File: src/rtl/tcc_pkg.sv
// package for the timer capture/compare block
// ---------------------------------------------------------------------------
// ---------------------------------------------------------------------------
package tcc_pkg;
  // ---------------------------------------------------------------------------
  // register offsets
  // ---------------------------------------------------------------------------
  localparam logic [11:0] TCC_CTRL_OFF = 12'h000;
  localparam logic [11:0] TCC_FLAG_OFF = 12'h004;
  localparam logic [11:0] TCC_CNT_OFF = 12'h008;
  localparam logic [11:0] TCC_CAPL_OFF = 12'h00C;
  localparam logic [11:0] TCC_CAPH_OFF = 12'h010;
  localparam logic [11:0] TCC_CMPAL_OFF = 12'h014;
  localparam logic [11:0] TCC_CMPAH_OFF = 12'h018;
  localparam logic [11:0] TCC_CMPBL_OFF = 12'h01C;
  localparam logic [11:0] TCC_CMPBH_OFF = 12'h020;
  localparam logic [11:0] TCC_FORCE_OFF = 12'h024;
  // ---------------------------------------------------------------------------
  // control and flag field positions
  // ---------------------------------------------------------------------------
  localparam int TCC_WGM_LSB = 0;
  localparam int TCC_COMA_LSB = 4;
  localparam int TCC_COMB_LSB = 6;
  localparam int TCC_SRC_BIT = 8;
  localparam int TCC_FILT_BIT = 9;
  localparam int TCC_EDGE_BIT = 10;
  localparam int TCC_IEA_BIT = 11;
  localparam int TCC_IEB_BIT = 12;
  localparam int TCC_CAPF_BIT = 0;
  localparam int TCC_CMPAF_BIT = 1;
  localparam int TCC_CMPBF_BIT = 2;
  // ---------------------------------------------------------------------------
  // reset values, counts and waveform mode codes
  // ---------------------------------------------------------------------------
  localparam logic [15:0] TCC_CTRL_RST = 16'h0000;
  localparam logic [15:0] TCC_CMP_RST = 16'h0000;
  localparam logic [15:0] TCC_MAX = 16'hFFFF;
  localparam int TCC_FILT_SAMPLES = 4;
  localparam logic [3:0] TCC_WGM_CTC_CAP = 4'hC;
  localparam logic [3:0] TCC_WGM_FPWM_CAP = 4'hE;
  localparam logic [3:0] TCC_WGM_PFC_CAP = 4'h8;
  localparam logic [3:0] TCC_WGM_PC_CAP = 4'hA;
  localparam logic [3:0] TCC_WGM_CTC_A = 4'h4;
  // ---------------------------------------------------------------------------
  // carried groups
  // ---------------------------------------------------------------------------
  typedef struct packed {
    logic [3:0] waveform_mode_select;
    logic [1:0] action_a;
    logic [1:0] action_b;
    logic capture_source_select;
    logic capture_filter_enable;
    logic capture_rising;
    logic irq_en_a;
    logic irq_en_b;
  } tcc_ctrl_s;
  typedef struct packed {
    logic capture;
    logic cmp_a;
    logic cmp_b;
  } tcc_irq_s;
endpackage : tcc_pkg

File: src/rtl/tcc_timer.sv
// capture/compare units of a 16-bit timer with an APB register slave
`timescale 1ns/1ps
module tcc_timer (
  // apb
  input wire logic pclk,
  input wire logic presetn,
  input wire logic psel,
  input wire logic penable,
  input wire logic pwrite,
  input wire logic [11:0] paddr,
  input wire logic [31:0] pwdata,
  output logic [31:0] prdata,
  output logic pready,
  output logic pslverr,
  // timer side
  input wire logic timer_tick,
  input wire logic capture_pin,
  input wire logic comparator_output,
  input wire logic irq_ack_capture,
  input wire logic irq_ack_a,
  input wire logic irq_ack_b,
  // outputs
  output logic [1:0] channel_output_state,
  output tcc_pkg::tcc_irq_s irq_req
);
  import tcc_pkg::*;
  // ---------------------------------------------------------------------------
  // state
  // ---------------------------------------------------------------------------
  tcc_ctrl_s ctrl;
  logic [15:0] count_register;
  logic [15:0] capture_register;
  logic [15:0] cmp_act [2];
  logic [15:0] cmp_buf [2];
  logic [7:0] temp_latch;
  logic capture_flag;
  logic [1:0] compare_flag;
  logic [1:0] match_pend;
  logic block_next;
  logic [1:0] samp;
  logic [TCC_FILT_SAMPLES-1:0] filt_hist;
  logic filt_out;
  logic edge_prev;
  logic count_down;
  // ---------------------------------------------------------------------------
  // bus decode
  // ---------------------------------------------------------------------------
  wire wr = psel && penable && pwrite;
  wire rd = psel && penable && !pwrite;
  wire hit_ctrl = paddr == TCC_CTRL_OFF;
  wire hit_flag = paddr == TCC_FLAG_OFF;
  wire hit_cnt = paddr == TCC_CNT_OFF;
  wire hit_capl = paddr == TCC_CAPL_OFF;
  wire hit_caph = paddr == TCC_CAPH_OFF;
  wire hit_force = paddr == TCC_FORCE_OFF;
  wire [1:0] hit_cl = {paddr == TCC_CMPBL_OFF, paddr == TCC_CMPAL_OFF};
  wire [1:0] hit_ch = {paddr == TCC_CMPBH_OFF, paddr == TCC_CMPAH_OFF};
  wire mapped = hit_ctrl | hit_flag | hit_cnt | hit_capl | hit_caph | hit_force
    | (|hit_cl) | (|hit_ch);
  wire [3:0] wgm = ctrl.waveform_mode_select;
  wire pwm_mode = !(wgm == 4'h0 || wgm == TCC_WGM_CTC_A || wgm == TCC_WGM_CTC_CAP);
  wire cap_top = wgm == TCC_WGM_CTC_CAP || wgm == TCC_WGM_FPWM_CAP
    || wgm == TCC_WGM_PFC_CAP || wgm == TCC_WGM_PC_CAP;
  wire dual_slope = pwm_mode && (wgm[3:2] == 2'b10 || wgm[3:1] == 3'b000 || wgm == 4'h3
    || wgm == 4'h2 || wgm == 4'h1);
  wire a_top = wgm == TCC_WGM_CTC_A || wgm == 4'hF || wgm == 4'hB || wgm == 4'h9;
  wire [15:0] top_val = a_top ? cmp_act[0] : cap_top ? capture_register : TCC_MAX;
  wire cnt_wr = wr && hit_cnt;
  // ---------------------------------------------------------------------------
  // counter (simplified sequence for the compare units)
  // ---------------------------------------------------------------------------
  wire at_top = count_register == top_val;
  wire at_bot = count_register == 16'h0000;
  wire top_hit = at_top && !block_next;
  logic [15:0] next_count;
  assign next_count = cnt_wr ? pwdata[15:0]
    : !timer_tick ? count_register
    : dual_slope ? (count_down ? count_register - 16'h0001 : count_register + 16'h0001)
    : (top_hit && wgm != 4'h0) ? 16'h0000 : count_register + 16'h0001;
  wire upd_pt = timer_tick && (dual_slope ? at_bot : top_hit);
  always_ff @(posedge pclk or negedge presetn) begin
    if (!presetn) begin
      count_register <= 16'h0000;
      count_down <= 1'b0;
    end else begin
      count_register <= next_count;
      if (timer_tick && dual_slope) begin
        if (top_hit) begin
          count_down <= 1'b1;
        end else if (at_bot) begin
          count_down <= 1'b0;
        end
      end
    end
  end
  // ---------------------------------------------------------------------------
  // capture input: sample, filter, edge, source
  // ---------------------------------------------------------------------------
  wire cap_src = ctrl.capture_source_select ? comparator_output : capture_pin;
  wire filt_same = &filt_hist || ~|filt_hist;
  wire det_in = ctrl.capture_filter_enable ? filt_out : samp[1];
  wire cap_edge = (det_in != edge_prev) && (det_in == ctrl.capture_rising) && !cap_top;
  always_ff @(posedge pclk or negedge presetn) begin
    if (!presetn) begin
      samp <= 2'b00;
      filt_hist <= '0;
      filt_out <= 1'b0;
      edge_prev <= 1'b0;
    end else begin
      samp <= {samp[0], cap_src};
      filt_hist <= {filt_hist[TCC_FILT_SAMPLES-2:0], samp[1]};
      if (filt_same) begin
        filt_out <= filt_hist[0];
      end
      edge_prev <= det_in;
    end
  end
  // ---------------------------------------------------------------------------
  // capture register and flag
  // ---------------------------------------------------------------------------
  wire cap_wr_ok = wr && cap_top;
  always_ff @(posedge pclk or negedge presetn) begin
    if (!presetn) begin
      capture_register <= 16'h0000;
      capture_flag <= 1'b0;
    end else begin
      if (cap_edge) begin
        capture_register <= count_register;
      end else if (cap_wr_ok && hit_capl) begin
        capture_register <= {temp_latch, pwdata[7:0]};
      end
      if (cap_edge) begin
        capture_flag <= 1'b1;
      end else if ((wr && hit_flag && pwdata[TCC_CAPF_BIT]) || irq_ack_capture) begin
        capture_flag <= 1'b0;
      end
    end
  end
  // ---------------------------------------------------------------------------
  // temp latch shared by 16-bit accesses
  // ---------------------------------------------------------------------------
  always_ff @(posedge pclk or negedge presetn) begin
    if (!presetn) begin
      temp_latch <= 8'h00;
    end else if (wr && ((|hit_ch) || hit_caph)) begin
      temp_latch <= pwdata[7:0];
    end else if (rd && hit_capl) begin
      temp_latch <= capture_register[15:8];
    end
  end
  // ---------------------------------------------------------------------------
  // compare channels
  // ---------------------------------------------------------------------------
  wire [1:0] irq_ack = {irq_ack_b, irq_ack_a};
  wire [3:0] act_all = {ctrl.action_b, ctrl.action_a};
  wire [1:0] force_bits = pwdata[1:0];
  genvar g;
  generate
    for (g = 0; g < 2; g++) begin : g_ch
      wire lw = wr && hit_cl[g];
      wire [15:0] wval = {temp_latch, pwdata[7:0]};
      wire eq = count_register == cmp_act[g];
      wire fire = (timer_tick && match_pend[g]) || (wr && hit_force && force_bits[g] && !pwm_mode);
      wire [1:0] act = act_all[2*g +: 2];
      always_ff @(posedge pclk or negedge presetn) begin
        if (!presetn) begin
          cmp_act[g] <= TCC_CMP_RST;
          cmp_buf[g] <= TCC_CMP_RST;
          match_pend[g] <= 1'b0;
          compare_flag[g] <= 1'b0;
          channel_output_state[g] <= 1'b0;
        end else begin
          if (lw && !pwm_mode) begin
            cmp_act[g] <= wval;
          end else if (pwm_mode && upd_pt) begin
            cmp_act[g] <= cmp_buf[g];
          end
          if (lw) begin
            cmp_buf[g] <= wval;
          end
          if (timer_tick) begin
            match_pend[g] <= eq && !block_next;
          end
          if (timer_tick && match_pend[g]) begin
            compare_flag[g] <= 1'b1;
          end else if ((wr && hit_flag && pwdata[TCC_CMPAF_BIT + g]) || irq_ack[g]) begin
            compare_flag[g] <= 1'b0;
          end
          if (fire) begin
            unique case (act)
              2'b01: channel_output_state[g] <= !channel_output_state[g];
              2'b10: channel_output_state[g] <= 1'b0;
              2'b11: channel_output_state[g] <= 1'b1;
              default: channel_output_state[g] <= channel_output_state[g];
            endcase
          end
        end
      end
    end
  endgenerate
  // ---------------------------------------------------------------------------
  // match blocking and control
  // ---------------------------------------------------------------------------
  always_ff @(posedge pclk or negedge presetn) begin
    if (!presetn) begin
      block_next <= 1'b0;
      ctrl <= TCC_CTRL_RST[12:0];
    end else begin
      if (cnt_wr) begin
        block_next <= 1'b1;
      end else if (timer_tick) begin
        block_next <= 1'b0;
      end
      if (wr && hit_ctrl) begin
        ctrl <= {pwdata[TCC_WGM_LSB +: 4], pwdata[TCC_COMA_LSB +: 2], pwdata[TCC_COMB_LSB +: 2],
          pwdata[TCC_SRC_BIT], pwdata[TCC_FILT_BIT], pwdata[TCC_EDGE_BIT],
          pwdata[TCC_IEA_BIT], pwdata[TCC_IEB_BIT]};
      end
    end
  end
  // ---------------------------------------------------------------------------
  // read data and outputs
  // ---------------------------------------------------------------------------
  logic [31:0] next_rdata;
  wire [15:0] ctrl_rd = {3'b000, ctrl.irq_en_b, ctrl.irq_en_a, ctrl.capture_rising,
    ctrl.capture_filter_enable, ctrl.capture_source_select, ctrl.action_b, ctrl.action_a,
    ctrl.waveform_mode_select};
  wire [15:0] cmp_rd0 = pwm_mode ? cmp_buf[0] : cmp_act[0];
  wire [15:0] cmp_rd1 = pwm_mode ? cmp_buf[1] : cmp_act[1];
  assign next_rdata = hit_ctrl ? {16'h0000, ctrl_rd}
    : hit_flag ? {29'h0, compare_flag, capture_flag}
    : hit_cnt ? {16'h0000, count_register}
    : hit_capl ? {24'h0, capture_register[7:0]}
    : hit_caph ? {24'h0, temp_latch}
    : hit_cl[0] ? {24'h0, cmp_rd0[7:0]}
    : hit_ch[0] ? {24'h0, cmp_rd0[15:8]}
    : hit_cl[1] ? {24'h0, cmp_rd1[7:0]}
    : hit_ch[1] ? {24'h0, cmp_rd1[15:8]}
    : 32'h0;
  always_ff @(posedge pclk or negedge presetn) begin
    if (!presetn) begin
      prdata <= 32'h0;
      pready <= 1'b0;
      pslverr <= 1'b0;
      irq_req <= '0;
    end else begin
      pready <= psel && !penable;
      pslverr <= psel && !penable && !mapped;
      prdata <= (psel && !penable && !pwrite) ? next_rdata : 32'h0;
      irq_req <= '{capture: capture_flag, cmp_a: compare_flag[0] && ctrl.irq_en_a,
        cmp_b: compare_flag[1] && ctrl.irq_en_b};
    end
  end
  // ---------------------------------------------------------------------------
  // checks
  // ---------------------------------------------------------------------------
  a_capture_copy: assert property (@(posedge pclk) disable iff (!presetn)
    cap_edge |=> capture_flag && capture_register == $past(count_register))
    else $error("capture did not copy counter");
  a_block_match: assert property (@(posedge pclk) disable iff (!presetn)
    cnt_wr ##1 timer_tick |=> !match_pend[0] && !match_pend[1])
    else $error("match not blocked after counter write");
  a_flag_after: assert property (@(posedge pclk) disable iff (!presetn)
    timer_tick && match_pend[0] |=> compare_flag[0])
    else $error("compare flag not set");
  a_force_noflag: assert property (@(posedge pclk) disable iff (!presetn)
    wr && hit_force && !compare_flag[0] && !(timer_tick && match_pend[0]) |=> !compare_flag[0])
    else $error("force set compare flag");
  a_filter_hold: assert property (@(posedge pclk) disable iff (!presetn)
    !filt_same |=> filt_out == $past(filt_out))
    else $error("filter changed on unequal samples");
  a_cmp_direct: assert property (@(posedge pclk) disable iff (!presetn)
    wr && hit_cl[0] && !pwm_mode |=> cmp_act[0] == {$past(temp_latch), $past(pwdata[7:0])})
    else $error("direct compare write lost");
  a_cmp_hold: assert property (@(posedge pclk) disable iff (!presetn)
    !wr && !upd_pt |=> $stable(cmp_buf[0]) && $stable(cmp_act[0]))
    else $error("compare register changed without write");
  a_cap_clear: assert property (@(posedge pclk) disable iff (!presetn)
    wr && hit_flag && pwdata[0] && !cap_edge |=> !capture_flag)
    else $error("capture flag not cleared");
endmodule : tcc_timer

File: config.mk
export PLATFORM = sky130hd
export DESIGN_NAME = tcc_timer
export DESIGN_NICKNAME = d
export VERILOG_FILES = /design/src/rtl/tcc_pkg.sv /design/src/rtl/tcc_timer.sv
export SDC_FILE = /design/constraint.sdc
export NUM_CORES = 1
export LEC_CHECK = 0
export ABC_AREA = 1
export ABC_CLOCK_PERIOD_IN_PS = 4200
export BUFFER_PORTS_ARGS = -buffer_cell sky130_fd_sc_hd__buf_2
export CORE_ASPECT_RATIO = 1.75
export CORE_MARGIN = 3
export CORE_UTILIZATION = 36
export DETAILED_ROUTE_END_ITERATION = 8
export GPL_TIMING_DRIVEN = 0
export SLEW_MARGIN = 20
export SYNTH_ARGS = -nofsm -noshare
export SYNTH_HDL_FRONTEND = slang
export SYNTH_SLANG_ARGS = --single-unit
File: constraint.sdc
create_clock -name pclk -period 4.2 [get_ports pclk]
set_input_delay 0.42 -clock pclk [delete_from_list [all_inputs] [get_ports pclk]]
set_output_delay 0.42 -clock pclk [all_outputs]
set_load 0.01 [all_outputs]
==> impl_metrics.yaml <==
timing:
  min_period_ns: 3.217
  rsz0062_at_grt: "false"
  final_hold_viol_count: 0
  clock-skew-final_ns: 0.01300
  period_share_pct: 76.61
  final.setup.tns_ns: 0
  setup_violations: 0
  worst_pin_slew_ns: 0.8489
  maxSlewHeadroom_pct: 43.10
  fmax_mhz: 310.8
  slew_viol_final: 0
synth:
  ys_ff_latch: 155
  yosysWarnings: 0
  async_flop_share_pct: 100.0
  syn_area_per_cell_um2: 6.930
  synth_area_um2: 9937
  ys_types: 48
  synth-edff-count: 0
  ys_seq_area_share_pct: 39.03
  syn-instance-count: 1434
  synth_ff_type: "dfrtp_1"
detailed_routing:
  num_vias: 10471
  drt-total-wl_mm: 42.05
  postRouteAntennaNets: 0
  wl_met3_mm: 2.373
  routed-wl-met2_mm: 21.24
  vias_per_cell: 5.488
  top_layer: "met4"
  dr.pass1.iters: 5
  drc_errors: 0
  wl_met1_mm: 14.77
  dr.first_iter.drc_count: 934
  post_drt_wl_per_cell_um: 22.04
placement:
  place_inst: 1875
  post_dp_cell_area_um2: 10820
  gp_routability_congestion: 1.070
  dp_hpwl_mm: 32.86
  port_buffers: 60
worst_setup_path:
  required_ns: 4.59
  critPathMaxFanout: 10
  cp-end-kind: "register"
  cp.arrival_ns: 3.61
  start_kind: "register"
  path_class: "register to register"
floorplanning:
  rows: 79
  core_area_um2: 26890
  start_util_pct: 36.96
  die_w_um: 131.6
  die-area_um2: 29710
  ios: 94
  dieHeight_um: 225.8
grt:
  antenna_found_initial: 0
  grt_max_degree: 59
  grt_pass1_wl_mm: 62.29
  gr-total-overflow: 0
  grt_usage_pct: 28.27
  grt_pass1_vias: 10039
final_layout:
  area_growth_pct: 15.29
  nets: 1589
  stdcell_count: 1908
  drive_above_1_share_pct: 11.59
  final_cell_area_um2: 11460
  diodes: 0
clock_network:
  cts_resized: 0
  cts_made_buffers: 17
  clock_path_buffers: 2
  clock_sinks: 155
  cts_hold_buf: 1
  cts_max_level: 4
  cts.clk_slew.worst_paths_ns: 0.08
  cts_tree: "built"
  cts_setup_buffers: 0
  cts-root-buf: "clkbuf_16"
  clock_latency_ns: 0.47
pwr:
  seqPwrFrac_pct: 40.0
  power_density_nw_per_um2: 356.2
  comb_power_share_pct: 18.8
  swShare_pct: 34.18
  ir_drop_mv: 0.3191
  p_sw_w: 0.001395
  p_leak_nw: 5.522
  power.share.clock_pct: 41.1
  p_int_w: 0.002686
job:
  drv_cap: 0
min_path:
  worstHoldPathType: "primary input to register"
run_status:
  outcome: "finished, final reports clean"
-- flip-flops by register name (all words and copies together) (netlist names) --
register	count
count_down	1
wgm	4
match_pend	2
capture_register	16
samp	2
pready	1
filt_hist	4
prdata	16
edge_prev	1
filt_out	1
ctrl	5
irq_req	3
channel_output_state	2
capture_flag	1
cmp_buf	32
compare_flag	2
temp_latch	8
block_next	1
g_ch.act	4
count_register	16
pslverr	1
cmp_act	32
-- cell usage after synthesis (2+ instances only) --
library cell	count	share of area [%]
nand3b_1	14	1.1
nand3_1	86	4.3
buf_2	15	0.76
o21ai_1	9	0.45
o211ai_1	17	1.3
buf_6	4	0.45
nor4_1	7	0.44
clkinv_1	4	0.15
nor2_4	5	0.57
or2_2	4	0.25
or2_1	2	0.13
and3_1	2	0.13
dfrtp_1	155	39
o31ai_1	5	0.38
ha_1	3	0.38
buf_4	19	1.4
clkbuf_1	35	1.3
nand2_2	6	0.38
o221ai_1	17	1.5
o21bai_1	2	0.15
inv_2	13	0.49
nand3_2	3	0.30
a221oi_1	5	0.44
o22ai_1	17	1.1
nor3_2	2	0.20
inv_1	175	6.6
nor2_1	117	4.4
o21ai_0	134	6.7
nor2_2	7	0.44
a32oi_1	2	0.18
a21oi_1	56	2.8
nand2_1	401	15
xor2_1	14	1.2
nor3_1	12	0.60
xnor2_1	9	0.79
nand4_1	42	2.6
nand2_4	3	0.34
-- path summary, 6_finish.rpt --
check | startpoint | endpoint | slack, ns | depth (start not counted)
min in group asynchronous | presetn | pslverr$_DFF_PN0_ | 0.44 | 2
hold reg to reg | samp[0]$_DFF_PN0_ | samp[1]$_DFF_PN0_ | 0.37 | 0
setup / recovery | count_register[10]$_DFFE_PN0P_ | cmp_act[2]$_DFFE_PN0P_ | 0.98 | 12
hold / removal | irq_ack_capture | capture_flag$_DFFE_PN0P_ | 0.13 | 2
setup reg to reg | count_register[10]$_DFFE_PN0P_ | cmp_act[2]$_DFFE_PN0P_ | 0.98 | 12
max in group asynchronous | presetn | match_pend[1]$_DFFE_PN0P_ | 2.81 | 4
-- cell type report --
cell class / count / area (um2)
inverters: 192 / 720.7
clock inverters: 15 / 201.4
clock buffers: 17 / 425.4
fillers: 2858 / 15430
well taps: 364 / 455.4
flip-flops and latches: 155 / 3879
multi-input cells: 1028 / 5001
repair buffers: 63 / 375.4
plain buffers: 74 / 397.9
-- metal layers --
layer  global-route usage [%]  vias to the layer above
met4                    22.41                        0
met2                    50.69                      494
met3                    4.012                      156
li1                         -                     4849
met5                        0                        -
met1                    29.53                     4972
-- cell families (layout without fill, tap and decap cells) --
family	after synthesis	in the layout	synth area share (%)
compound gates	270	270	15.55
other cells	1	16	0.03774
buf+inv	266	361	11.26
mux	1	1	0.1133
flops	155	155	39.03
xor+xnor	23	23	2.027
fa+ha+maj	3	3	0.3778
simple gates	715	715	31.60
-- layout by cell type (no fill, tap or decap), drive strengths merged, types with 2 or more instances in the layout --
cell type,Yosys,final
nand4,42,42
nor4,7,7
ha,3,3
xnor2,9,9
nor2,129,129
nand3,89,89
a32oi,2,2
o221ai,17,17
dfrtp,155,155
xor2,14,14
o31ai,5,5
inv,188,198
and3,2,2
o21bai,2,2
nor3,15,15
bufinv,0,2
nand3b,14,14
nand2,410,410
a221oi,5,5
a21oi,56,56
o21ai,143,143
o22ai,17,17
buf,39,101
clkinv,4,7
conb,1,16
or2,7,7
o211ai,17,17
clkbuf,35,52
-- worst max-delay path: stages, from the launching register on --
cell and delay, ns:
dfrtp_1 0.33, clkbuf_1 0.55, clkinv_1 0.65, nand3_1 0.31
nand2_1 0.08, nor2_1 0.11, nand2_1 0.07, nor2_2 0.16
nand3_2 0.14, nand2_4 0.16, buf_2 0.26, nand4_1 0.18
nand3_1 0.14
-- power by group through the flow --
stage | clock, W | sequential (W) | combinational [W]
floorplan | 0 | 0.00163 | 0.000463
global placement | 0 | 0.00166 | 0.000741
detailed placement | 0 | 0.00166 | 0.000750
CTS | 0.00170 | 0.00163 | 0.000754
global route | 0.00175 | 0.00164 | 0.000830
finish | 0.00168 | 0.00163 | 0.000769
-- stage by stage --
step	hold WS (ns)	power, W	util (%)	setup slack, ns
after floorplan	0.1244	0.002088	-	2.036
after global placement	0.3453	0.002399	39.98	0.1995
after detailed placement	0.3434	0.002409	40.24	1.072
after CTS	0.1110	0.004086	42.61	1.067
after global routing	0.1510	0.004216	42.61	0.7916
final	0.1259	0.004080	42.61	0.9825
Power figures use the tool's default switching activity.
